<file path="config.mk">
export PLATFORM = sky130hd
export DESIGN_NAME = key_wakeup
export DESIGN_NICKNAME = d
export VERILOG_FILES = /design/src/hw/kwu_pkg.sv /design/src/hw/wake_sync.sv /design/src/hw/key_wakeup.sv
export VERILOG_INCLUDE_DIRS = /design/src /design/src/hw
export SDC_FILE = /design/constraint.sdc
export NUM_CORES = 1
export LEC_CHECK = 0
export ABC_AREA = 1
export BUFFER_PORTS_ARGS = -buffer_cell sky130_fd_sc_hd__buf_4
export CORE_MARGIN = 2
export CORE_UTILIZATION = 47
export DETAILED_ROUTE_END_ITERATION = 10
export GPL_TIMING_DRIVEN = 0
export PLACE_DENSITY = 0.88
export SETUP_SLACK_MARGIN = 0.4
export SYNTH_ARGS = -nofsm -noshare
export SYNTH_HDL_FRONTEND = slang
export SYNTH_SLANG_ARGS = --single-unit
</file>
<file path="constraint.sdc">
create_clock -name CLOCK_IN -period 1.81 [get_ports CLOCK_IN]
set_clock_uncertainty 0.1 [all_clocks]
set_input_delay 0.0905 -clock CLOCK_IN [delete_from_list [all_inputs] [get_ports CLOCK_IN]]
set_output_delay 0.0905 -clock CLOCK_IN [all_outputs]
set_load 0.05 [all_outputs]
</file>
<file path="src/hw/kwu_consts.svh">
`ifndef KWU_CONSTS_SVH
`define KWU_CONSTS_SVH

// register indices; byte address is four times the index
`define KWU_WAKE_EN_IDX  10'h031
`define KWU_SYSCTL_IDX   10'h032
`define KWU_STATUS_IDX   10'h033

// field positions
`define KWU_EN_MSB       7
`define KWU_EN_LSB       4
`define KWU_RELM_BIT     0
`define KWU_HALT_BIT     1

// reset values
`define KWU_WAKE_EN_RST  4'h0
`define KWU_RELM_RST     1'b1

// warm-up time and clock period, both in ns
`define KWU_WARMUP_NS    51200
`define KWU_CLK_NS       50
`define KWU_WARMUP_CYCLES ((`KWU_WARMUP_NS + `KWU_CLK_NS - 1) / `KWU_CLK_NS)

`endif

</file>
<file path="src/hw/kwu_pkg.sv">
package kwu_pkg;

  typedef enum logic [1:0]
  {
    ST_RUN    = 2'b00,
    ST_HALT   = 2'b01,
    ST_WARMUP = 2'b10
  } seq_state_t;

  typedef struct packed
  {
    seq_state_t  state;
    logic [3:0]  wake_en;
    logic        relm;
    logic        armed;
    logic [10:0] cnt;
    logic [31:0] prdata;
    logic        pslverr;
  } ctrl_t;

  typedef struct packed
  {
    logic [4:0] meta;
    logic [4:0] sync;
  } sync_t;

  // release condition; level mode ors the pins, edge mode needs a prior low
  function automatic logic release_cond(input logic       relm,
                                        input logic       armed,
                                        input logic       rel,
                                        input logic [3:0] en,
                                        input logic [3:0] wake);
    if (relm)
      return rel | (|(en & ~wake));
    else
      return armed & rel;
  endfunction

endpackage

</file>
<file path="src/hw/wake_sync.sv">
`timescale 1ns/1ps
`default_nettype none

module wake_sync
(
  input  wire logic       clk_in,
  input  wire logic       resetn_in,
  input  wire logic       rel_pin_in,
  input  wire logic [3:0] wake_pin_in,
  input  wire logic [3:0] wake_en_in,
  input  wire logic       relm_in,
  input  wire logic       armed_in,
  output logic            rel_sync_out,
  output logic [3:0]      wake_sync_out,
  output logic            req_async_out
);

  kwu_pkg::sync_t q;
  kwu_pkg::sync_t next_q;

  // two-stage synchroniser; meta feeds only the second stage
  always_comb
  begin
    next_q      = q;
    next_q.meta = {rel_pin_in, wake_pin_in};
    next_q.sync = q.meta;
  end

  always_ff @(posedge clk_in or negedge resetn_in)
  begin
    if (!resetn_in)
      q <= '{meta: 5'h0f, sync: 5'h0f};
    else
      q <= next_q;
  end

  assign rel_sync_out  = q.sync[4];
  assign wake_sync_out = q.sync[3:0];

  // clockless path: raw pins straight to the oscillator start request [RQ15]
  assign req_async_out = kwu_pkg::release_cond(relm_in, armed_in, rel_pin_in,
                                               wake_en_in, wake_pin_in);

endmodule

`default_nettype wire

</file>
<file path="src/hw/key_wakeup.sv">
// Overview of operation
// RQ1: four wake pins plus release pin end halt
// RQ2: one enable bit per wake pin
// RQ3: enables in bits 7..4, write only
// RQ4: enables cleared after reset
// RQ5: software sets wake pins to input first
// RQ6: enabled wake pin low ends halt
// RQ7: wake pin levels readable by software
// RQ8: software checks enabled pins high first
// RQ9: release active at halt: go to warm-up
// RQ10: edge mode: wake pins disabled or high
// RQ11: release pin level or edge; wake level only
// RQ12: release pin always acts as release input
// RQ13: release pin held low for wake release
// RQ14: enabled wake pin not analog input
// RQ15: clockless OR of conditions starts warm-up
`timescale 1ns/1ps
`default_nettype none
`include "kwu_consts.svh"

module key_wakeup
(
  input  wire logic        CLOCK_IN,
  input  wire logic        RESETN_IN,
  input  wire logic        PSEL_IN,
  input  wire logic        PENABLE_IN,
  input  wire logic        PWRITE_IN,
  input  wire logic [11:0] PADDR_IN,
  input  wire logic [31:0] PWDATA_IN,
  output logic [31:0]      PRDATA_OUT,
  output logic             PREADY_OUT,
  output logic             PSLVERR_OUT,
  input  wire logic        RELEASE_PIN_IN,
  input  wire logic        KEY_WAKE_IN2_IN,
  input  wire logic        KEY_WAKE_IN3_IN,
  input  wire logic        KEY_WAKE_IN4_IN,
  input  wire logic        KEY_WAKE_IN5_IN,
  output logic             HALT_OUT,
  output logic             WARMUP_OUT,
  output logic             OSC_ENABLE_OUT,
  output logic             RELEASE_REQ_OUT
);

  localparam logic [10:0] WARMUP_LAST = 11'(`KWU_WARMUP_CYCLES - 1);

  kwu_pkg::ctrl_t q;
  kwu_pkg::ctrl_t next_q;

  logic       rel_s;
  logic [3:0] wake_s;
  logic       req_async;
  logic       setup;
  logic       access_wr;
  logic       halt_req;
  logic       instant_rel;
  logic       sync_rel;

  // wake pin 2 sits at bit 0, pin 5 at bit 3 [RQ1]
  wake_sync u_sync
  (
    .clk_in        (CLOCK_IN),
    .resetn_in     (RESETN_IN),
    .rel_pin_in    (RELEASE_PIN_IN),
    .wake_pin_in   ({KEY_WAKE_IN5_IN, KEY_WAKE_IN4_IN, KEY_WAKE_IN3_IN, KEY_WAKE_IN2_IN}),
    .wake_en_in    (q.wake_en),
    .relm_in       (q.relm),
    .armed_in      (q.armed),
    .rel_sync_out  (rel_s),
    .wake_sync_out (wake_s),
    .req_async_out (req_async)
  );

  // apb phases; zero wait states, so pready is always high
  assign setup     = PSEL_IN & ~PENABLE_IN;
  assign access_wr = PSEL_IN & PENABLE_IN & PWRITE_IN;
  assign halt_req  = access_wr && (PADDR_IN[11:2] == `KWU_SYSCTL_IDX)
                     && PWDATA_IN[`KWU_HALT_BIT] && (q.state == kwu_pkg::ST_RUN);

  // halt attempt while a release is already pending never halts [RQ9]
  assign instant_rel = rel_s | (|(q.wake_en & ~wake_s));
  assign sync_rel    = kwu_pkg::release_cond(q.relm, q.armed, rel_s, q.wake_en, wake_s);

  always_comb
  begin
    next_q = q;
    // read data and error captured in setup so they stand in the access phase
    if (setup)
    begin
      next_q.prdata  = 32'h0;
      next_q.pslverr = 1'b0;
      if (PADDR_IN[11:2] == `KWU_WAKE_EN_IDX)
        next_q.prdata = 32'h0; // write-only, reads zero [RQ3]
      else if (PADDR_IN[11:2] == `KWU_SYSCTL_IDX)
        next_q.prdata = {30'h0, (q.state == kwu_pkg::ST_HALT), q.relm};
      else if (PADDR_IN[11:2] == `KWU_STATUS_IDX)
        next_q.prdata = {25'h0, (q.state == kwu_pkg::ST_WARMUP),
                         (q.state == kwu_pkg::ST_HALT), rel_s, wake_s}; // [RQ7]
      else
        next_q.pslverr = 1'b1;
    end
    // register writes take effect at the access edge
    if (access_wr)
    begin
      if (PADDR_IN[11:2] == `KWU_WAKE_EN_IDX)
        next_q.wake_en = PWDATA_IN[`KWU_EN_MSB:`KWU_EN_LSB]; // [RQ2] [RQ3]
      else if (PADDR_IN[11:2] == `KWU_SYSCTL_IDX)
        next_q.relm = PWDATA_IN[`KWU_RELM_BIT];
    end
    // halt / warm-up sequencer
    case (q.state)
      kwu_pkg::ST_RUN:
      begin
        next_q.armed = 1'b0;
        next_q.cnt   = 11'h000;
        if (halt_req)
        begin
          if (instant_rel)
            next_q.state = kwu_pkg::ST_WARMUP; // [RQ9]
          else
            next_q.state = kwu_pkg::ST_HALT;
        end
      end
      kwu_pkg::ST_HALT:
      begin
        // edge mode needs the release pin seen low before a rise counts [RQ11]
        if (!rel_s)
          next_q.armed = 1'b1;
        if (sync_rel)
          next_q.state = kwu_pkg::ST_WARMUP; // [RQ6] [RQ11]
      end
      kwu_pkg::ST_WARMUP:
      begin
        next_q.armed = 1'b0;
        next_q.cnt   = q.cnt + 11'h001;
        if (q.cnt == WARMUP_LAST)
          next_q.state = kwu_pkg::ST_RUN;
      end
      default:
        next_q.state = kwu_pkg::ST_RUN;
    endcase
  end

  always_ff @(posedge CLOCK_IN or negedge RESETN_IN)
  begin
    if (!RESETN_IN)
    begin
      q         <= '0;
      q.state   <= kwu_pkg::ST_RUN;
      q.wake_en <= `KWU_WAKE_EN_RST; // [RQ4]
      q.relm    <= `KWU_RELM_RST;
    end
    else
      q <= next_q;
  end

  assign PRDATA_OUT  = q.prdata;
  assign PSLVERR_OUT = q.pslverr;
  assign PREADY_OUT  = 1'b1;
  assign HALT_OUT    = (q.state == kwu_pkg::ST_HALT);
  assign WARMUP_OUT  = (q.state == kwu_pkg::ST_WARMUP);

  // oscillator restarts straight from the pins, not waiting for the synchroniser
  assign RELEASE_REQ_OUT = req_async & (q.state == kwu_pkg::ST_HALT); // [RQ15]
  assign OSC_ENABLE_OUT  = (q.state != kwu_pkg::ST_HALT) | req_async; // [RQ15]
endmodule

`default_nettype wire

</file>
After elaboration in Yosys (flattened, before gate mapping)
Index checks and enable logic that the tools add are counted.
{"block": "word_totals", "ff_bits": 62, "inputBits": 54, "out_inout_bits": 38, "wordCells": 65}
{"block": "op_classes", "n_addsub": 1, "eq_ne": 11, "muxes": 16, "bitwise_logic": 15, "n_reduce_logical": 13}
{"operator": "32-bit 2-to-1 mux", "n": 1}
{"operator": "10-bit by 6-bit equality test with 1-bit output, second input constant", "n": 3}
{"operator": "11-bit case mux with 2 select lines", "n": 1}
{"operator": "7-bit 2-to-1 mux", "n": 2}
{"operator": "11-bit by 1-bit adder with 11-bit output, second input constant", "n": 1}
{"operator": "11-bit by 10-bit equality test with 1-bit output, second input constant", "n": 1}
{"operator": "4-bit bitwise AND", "n": 2}
{"operator": "2-bit 2-to-1 mux", "n": 4}
{"operator": "4-bit NOT", "n": 2}
{"operator": "4-bit OR reduction", "n": 2}
{"operator": "1-bit bitwise AND", "n": 6}
{"operator": "1-bit 2-to-1 mux", "n": 6}
{"operator": "2-bit by 1-bit != test with 1-bit output, second input constant", "n": 3}
{"operator": "2-bit case mux with 3 select lines", "n": 1}
{"operator": "3-bit AND reduction", "n": 2}
{"operator": "2-bit != test, second input constant", "n": 2}
{"operator": "2-bit AND reduction", "n": 2}
{"operator": "2-bit nonzero test", "n": 2}
{"operator": "1-bit logical AND", "n": 3}
{"operator": "1-bit OR", "n": 3}
{"operator": "2-bit by 1-bit equality test with 1-bit output, second input constant", "n": 1}
{"operator": "2-bit equality test, second input constant", "n": 1}
{"operator": "2-bit zero test", "n": 1}
{"operator": "1-bit NOT", "n": 2}
{"operator": "other kinds (2)", "n": 2}

Depth between registers and ports, before layout
{"block": "logic_depth", "word_depth": 7, "depth_mapped": 9, "depth_no_buf": 9}

Modules after synthesis
A second synthesis with hierarchy kept.
{"block": "unflattened", "cells_unflattened": 239, "hier_area_um2": 2067.0}
{"module": "key_wakeup", "n_inst": 1, "cells_per_inst": 217, "area_per_inst_um2": 1755.4, "seq_area_each_um2": 676.9}
{"module": "wake_sync", "n_inst": 1, "cells_per_inst": 22, "area_per_inst_um2": 311.5, "seq_area_each_um2": 260.2}

Least setup slack after synthesis
No wires, ideal clock.
{"block": "synth_path", "path_kind": "reg2reg", "startpoint": "register q[50] (netlist bit)", "endpoint": "register q[51] (netlist bit)", "setup_ns": 0.119, "t_arrival_ns": 1.645, "required_time_ns": 1.591, "slack_ns": -0.054, "path_stages_with_launch": 7, "path_buffers": 0, "synth_period_minus_slack_ns": 1.864, "cell_sequence": "dfrtp_1 > nor2_1 > nand2_1 > inv_1 > a21oi_2 > nand3_1 > nand2_1"}
{"block": "synth_via", "elab_cells_between_ends": 9}
{"element": "from (decl)", "line": "key_wakeup.sv:46", "text": "kwu_pkg::ctrl_t q;"}
{"element": "from (signal assigned)", "line": "key_wakeup.sv:153", "text": "q <= next_q;"}
{"element": "2-bit equality test (*)"}
{"element": "net WARMUP_OUT", "line": "key_wakeup.sv:39", "text": "output logic WARMUP_OUT,"}
{"element": "2-bit by 1-bit != test with 1-bit output (no source line)"}
{"element": "3-bit AND reduction (no source line)"}
Mark *: on every way through the listed nets, which the timed path passes. The rest lies on a longest branch.
A chain may end at the register's enable or synchronous reset.

Worst setup path after layout
{"block": "layout_path", "startpoint": "register q[45] (netlist bit)", "endpoint": "output port RELEASE_REQ_OUT"}
{"block": "layout_via", "elab_chain_len": 2}
{"element": "1-bit 2-to-1 mux", "line": "kwu_pkg.sv:33", "text": "if (relm)"}
{"element": "1-bit bitwise AND", "line": "key_wakeup.sv:163", "text": "assign RELEASE_REQ_OUT = req_async & (q.state == kwu_pkg::ST_HALT);"}
{"element": "to (decl)", "line": "key_wakeup.sv:41", "text": "output logic RELEASE_REQ_OUT"}
No other way between the ends.

==> results.cfg <==
[die]
initial_standard_cell_utilization_of_the_core_pct = 49.7
floorplan.rows = 23
core_um2 = 4060
io-pin-count = 92
die_h_um = 69.5
floorplan.die.width_um = 69.5
fp.dieArea_um2 = 4830

[cts]
cts_inserted_buffers = 5
tritoncts_clock_tree = done
clk_transition_reported_paths_ps = 60
worstSkewPairLatency_ps = 280
clock-sinks = 37
clk_root_buffer_cell = sky130_fd_sc_hd__clkbuf_8
max_h_tree_level = 2
clockBufferDepth = 2

[setup_path]
critPathMaxFanout = 3
end_kind = output port
worstPathRequired_ps = 1620
setup.worst_path.class = reg -> out
reg2reg_to = q[43]
timing.critical_path.arrival_ps = 1340
r2r_slack_ps = 350
worst_r2r_startpoint = q[35]
worst-r2r-cell-count = 5
worst_setup_path_start_kind = flip-flop

[synth]
ys_dominant_reg_cell = sky130_fd_sc_hd__dfrtp_1
ys_ff_latch = 37
largest_area_contributor_in_the_netlist = sky130_fd_sc_hd__dfrtp_1
synth.lib_cells_used.distinct = 28
yosys.cell_count.top_type = sky130_fd_sc_hd__nand2_1
ys_top_cells_by_area = sky130_fd_sc_hd__dfrtp_1, sky130_fd_sc_hd__buf_4, sky130_fd_sc_hd__dfstp_2
synthesis.area_um2 = 2020
yosysWarningCount = 0
post_synth.cell_area_avg_um2 = 8.23
ys_top_cells_by_count = sky130_fd_sc_hd__nand2_1, sky130_fd_sc_hd__buf_4, sky130_fd_sc_hd__dfrtp_1, sky130_fd_sc_hd__inv_1, sky130_fd_sc_hd__nor2_1
synth_sequential_area_ratio_pct = 46.5
post-synth-top-area-fraction_pct = 34.8
syn_inst = 245
number_of_enable_type_register_cells_in_the_synthesized_netlist = 0
synth-async-reset-ratio_pct = 100

[drt]
drt_pass1_iterations = 4
routed_wirelength_mm = 4.26
drt_iter0_drc = 139
antenna_violating_nets_post_route = 0
drc_errors = 0
num_vias = 1725
routed_via_density = 4.52
avgRoutedWirePerCell_um = 11.1

[placed_design]
finalWeightedCongestion = 0.845
pre_cts_slack_ps = 348
detailedPlacementHpwl_mm = 3.02
io_buffer_count = 37

[global_route]
groute.usage.overall_pct = 18.0
grt_pass1_vias = 1560
pin_count_of_the_biggest_net_entering_global_routing = 38
grt_first_pass_wirelength_mm = 6.91
overflow = 0
antenna_found_initial = 0

[sta]
final.period_utilization_pct = 84.6
maxClockFrequency_mhz = 653
period_minus_ws_final_ps = 1530
rsz0062_at_grt = yes
finalMaxSlewViolations = 0
final_count_of_negative_setup_slack_endpoints = 0
finalHoldViolations = 0
timing.final.ws_setup_ps = 278
setup_tns_ps = 0

[cells_and_area]
antennaDiodeCount = 0
layout_filler_cell_count = 325
total_number_of_nets_in_the_final_design = 386
syn2layout_area_growth_pct = 37.9
proportion_of_layout_cells_with_a_drive_suffix_above_1_pct = 38.9

[worst_hold_path]
min_path_cells = 4
min_delay_worst_endpoint = PRDATA_OUT[0]
min-delay-path-class = in -> reg
hold_start = PADDR_IN[2]

[power]
static-leakage-power_nw = 1.47
cellPowerDensity_nw_per_um2 = 896
vdd_drop_max_mv = 0.591

[outcome]
run_status = complete, no violations

[job]
drv_cap = 0
-- cell usage in the layout, fill, tap and decap left out, drive strengths merged, types with 8 or more instances in the layout --
| cell type | Yosys | layout |
|---|---|---|
| a21oi | 8 | 8 |
| buf | 33 | 77 |
| conb | 2 | 26 |
| dfrtp | 28 | 28 |
| dfstp | 9 | 9 |
| dlygate4sd3 | 0 | 11 |
| inv | 29 | 29 |
| nand2 | 61 | 61 |
| nand3 | 18 | 18 |
| nor2 | 26 | 26 |
| nor3 | 8 | 8 |
| o21ai | 11 | 11 |
-- state kept, by name (all words and copies together), names as in the netlist --
register,count
u_sync.next_q,5
u_sync.wake_sync_out,4
PRDATA_OUT,7
q,19
PSLVERR_OUT,1
u_sync.rel_sync_out,1
-- power breakdown --
group          leakage, nW  internal, mW  switching (mW)
Sequential           0.472         0.906          0.0834
Clock               0.0542         0.344           0.273
Combinational        0.948         0.295           0.589
Total                 1.47          1.55           0.945
-- worst max-delay path, stage by stage, from the launching register on --
cell and delay, ps:
sky130_fd_sc_hd__dfstp_2 560, sky130_fd_sc_hd__a21o_1 140, sky130_fd_sc_hd__nand2_2 70, sky130_fd_sc_hd__nor2_2 130, sky130_fd_sc_hd__buf_6 170
-- per-layer routing --
| metal | global-route usage, % | routed length [um] |
|---|---|---|
| met1 | 21.4 | 1750 |
| met2 | 31.3 | 2220 |
| met3 | 4.65 | 226 |
| met4 | 6.32 | 63 |
| met5 | 0 | 0 |
-- area by class of cell --
class / count / area (um2) / share of cell area (%)
well taps: 50 / 62.6 / 2.25
clock inverters: 1 / 5.00 / 0.180
inverters: 30 / 113 / 4.05
flip-flops and latches: 37 / 938 / 33.8
clock buffers: 7 / 96.3 / 3.47
multi-input cells: 169 / 861 / 31.0
plain buffers: 33 / 248 / 8.91
repair buffers: 55 / 455 / 16.4
-- what timing repair did --
item	CTS	global route
hold buffers	11	0
endpoints found under the hold margin	47	0
buffers inserted	5	2
pin swaps	0	8
gates resized for setup	10	11
setup endpoints to repair	9	11
-- kinds of logic (layout without fill, tap and decap cells) --
| family | count (synthesis) | in the layout | share of synthesized area, % |
|---|---|---|---|
| xor+xnor | 2 | 2 | 0.869 |
| simple gates | 117 | 117 | 26.5 |
| buf+inv | 63 | 126 | 17.9 |
| flops | 37 | 37 | 46.5 |
| other cells | 2 | 26 | 0.373 |
| fa+ha+maj | 1 | 1 | 0.621 |
| compound gates | 23 | 23 | 7.26 |
-- how the worst max path moves through the flow --
stage | cells past startpoint | slack (ps) | endpoint | from
global route | 4 | 230 | RELEASE_REQ_OUT | q[45]
floorplan | 6 | 240 | q[51] | q[50]
CTS | 4 | 290 | RELEASE_REQ_OUT | q[45]
detailed placement | 7 | 350 | q[41] | q[34]
finish | 4 | 280 | RELEASE_REQ_OUT | q[45]
global placement | 6 | 380 | q[39] | q[34]
-- metrics by stage --
stage / power, mW / area [um2] / utilization (%) / hold WS, ps / instances
floorplan: 1.54 / 2110 / - / -305 / 269
detailed placement: 1.73 / 2450 / 60.5 / -29.9 / 356
CTS: 2.42 / 2740 / 67.4 / 2.61 / 380
global placement: 1.72 / 2450 / 60.5 / -37.9 / 356
finish: 2.49 / 2780 / 68.5 / 18.8 / 382
global route: 2.62 / 2780 / 68.5 / 8.61 / 382
Note: power is estimated with default switching activity, not from simulation.
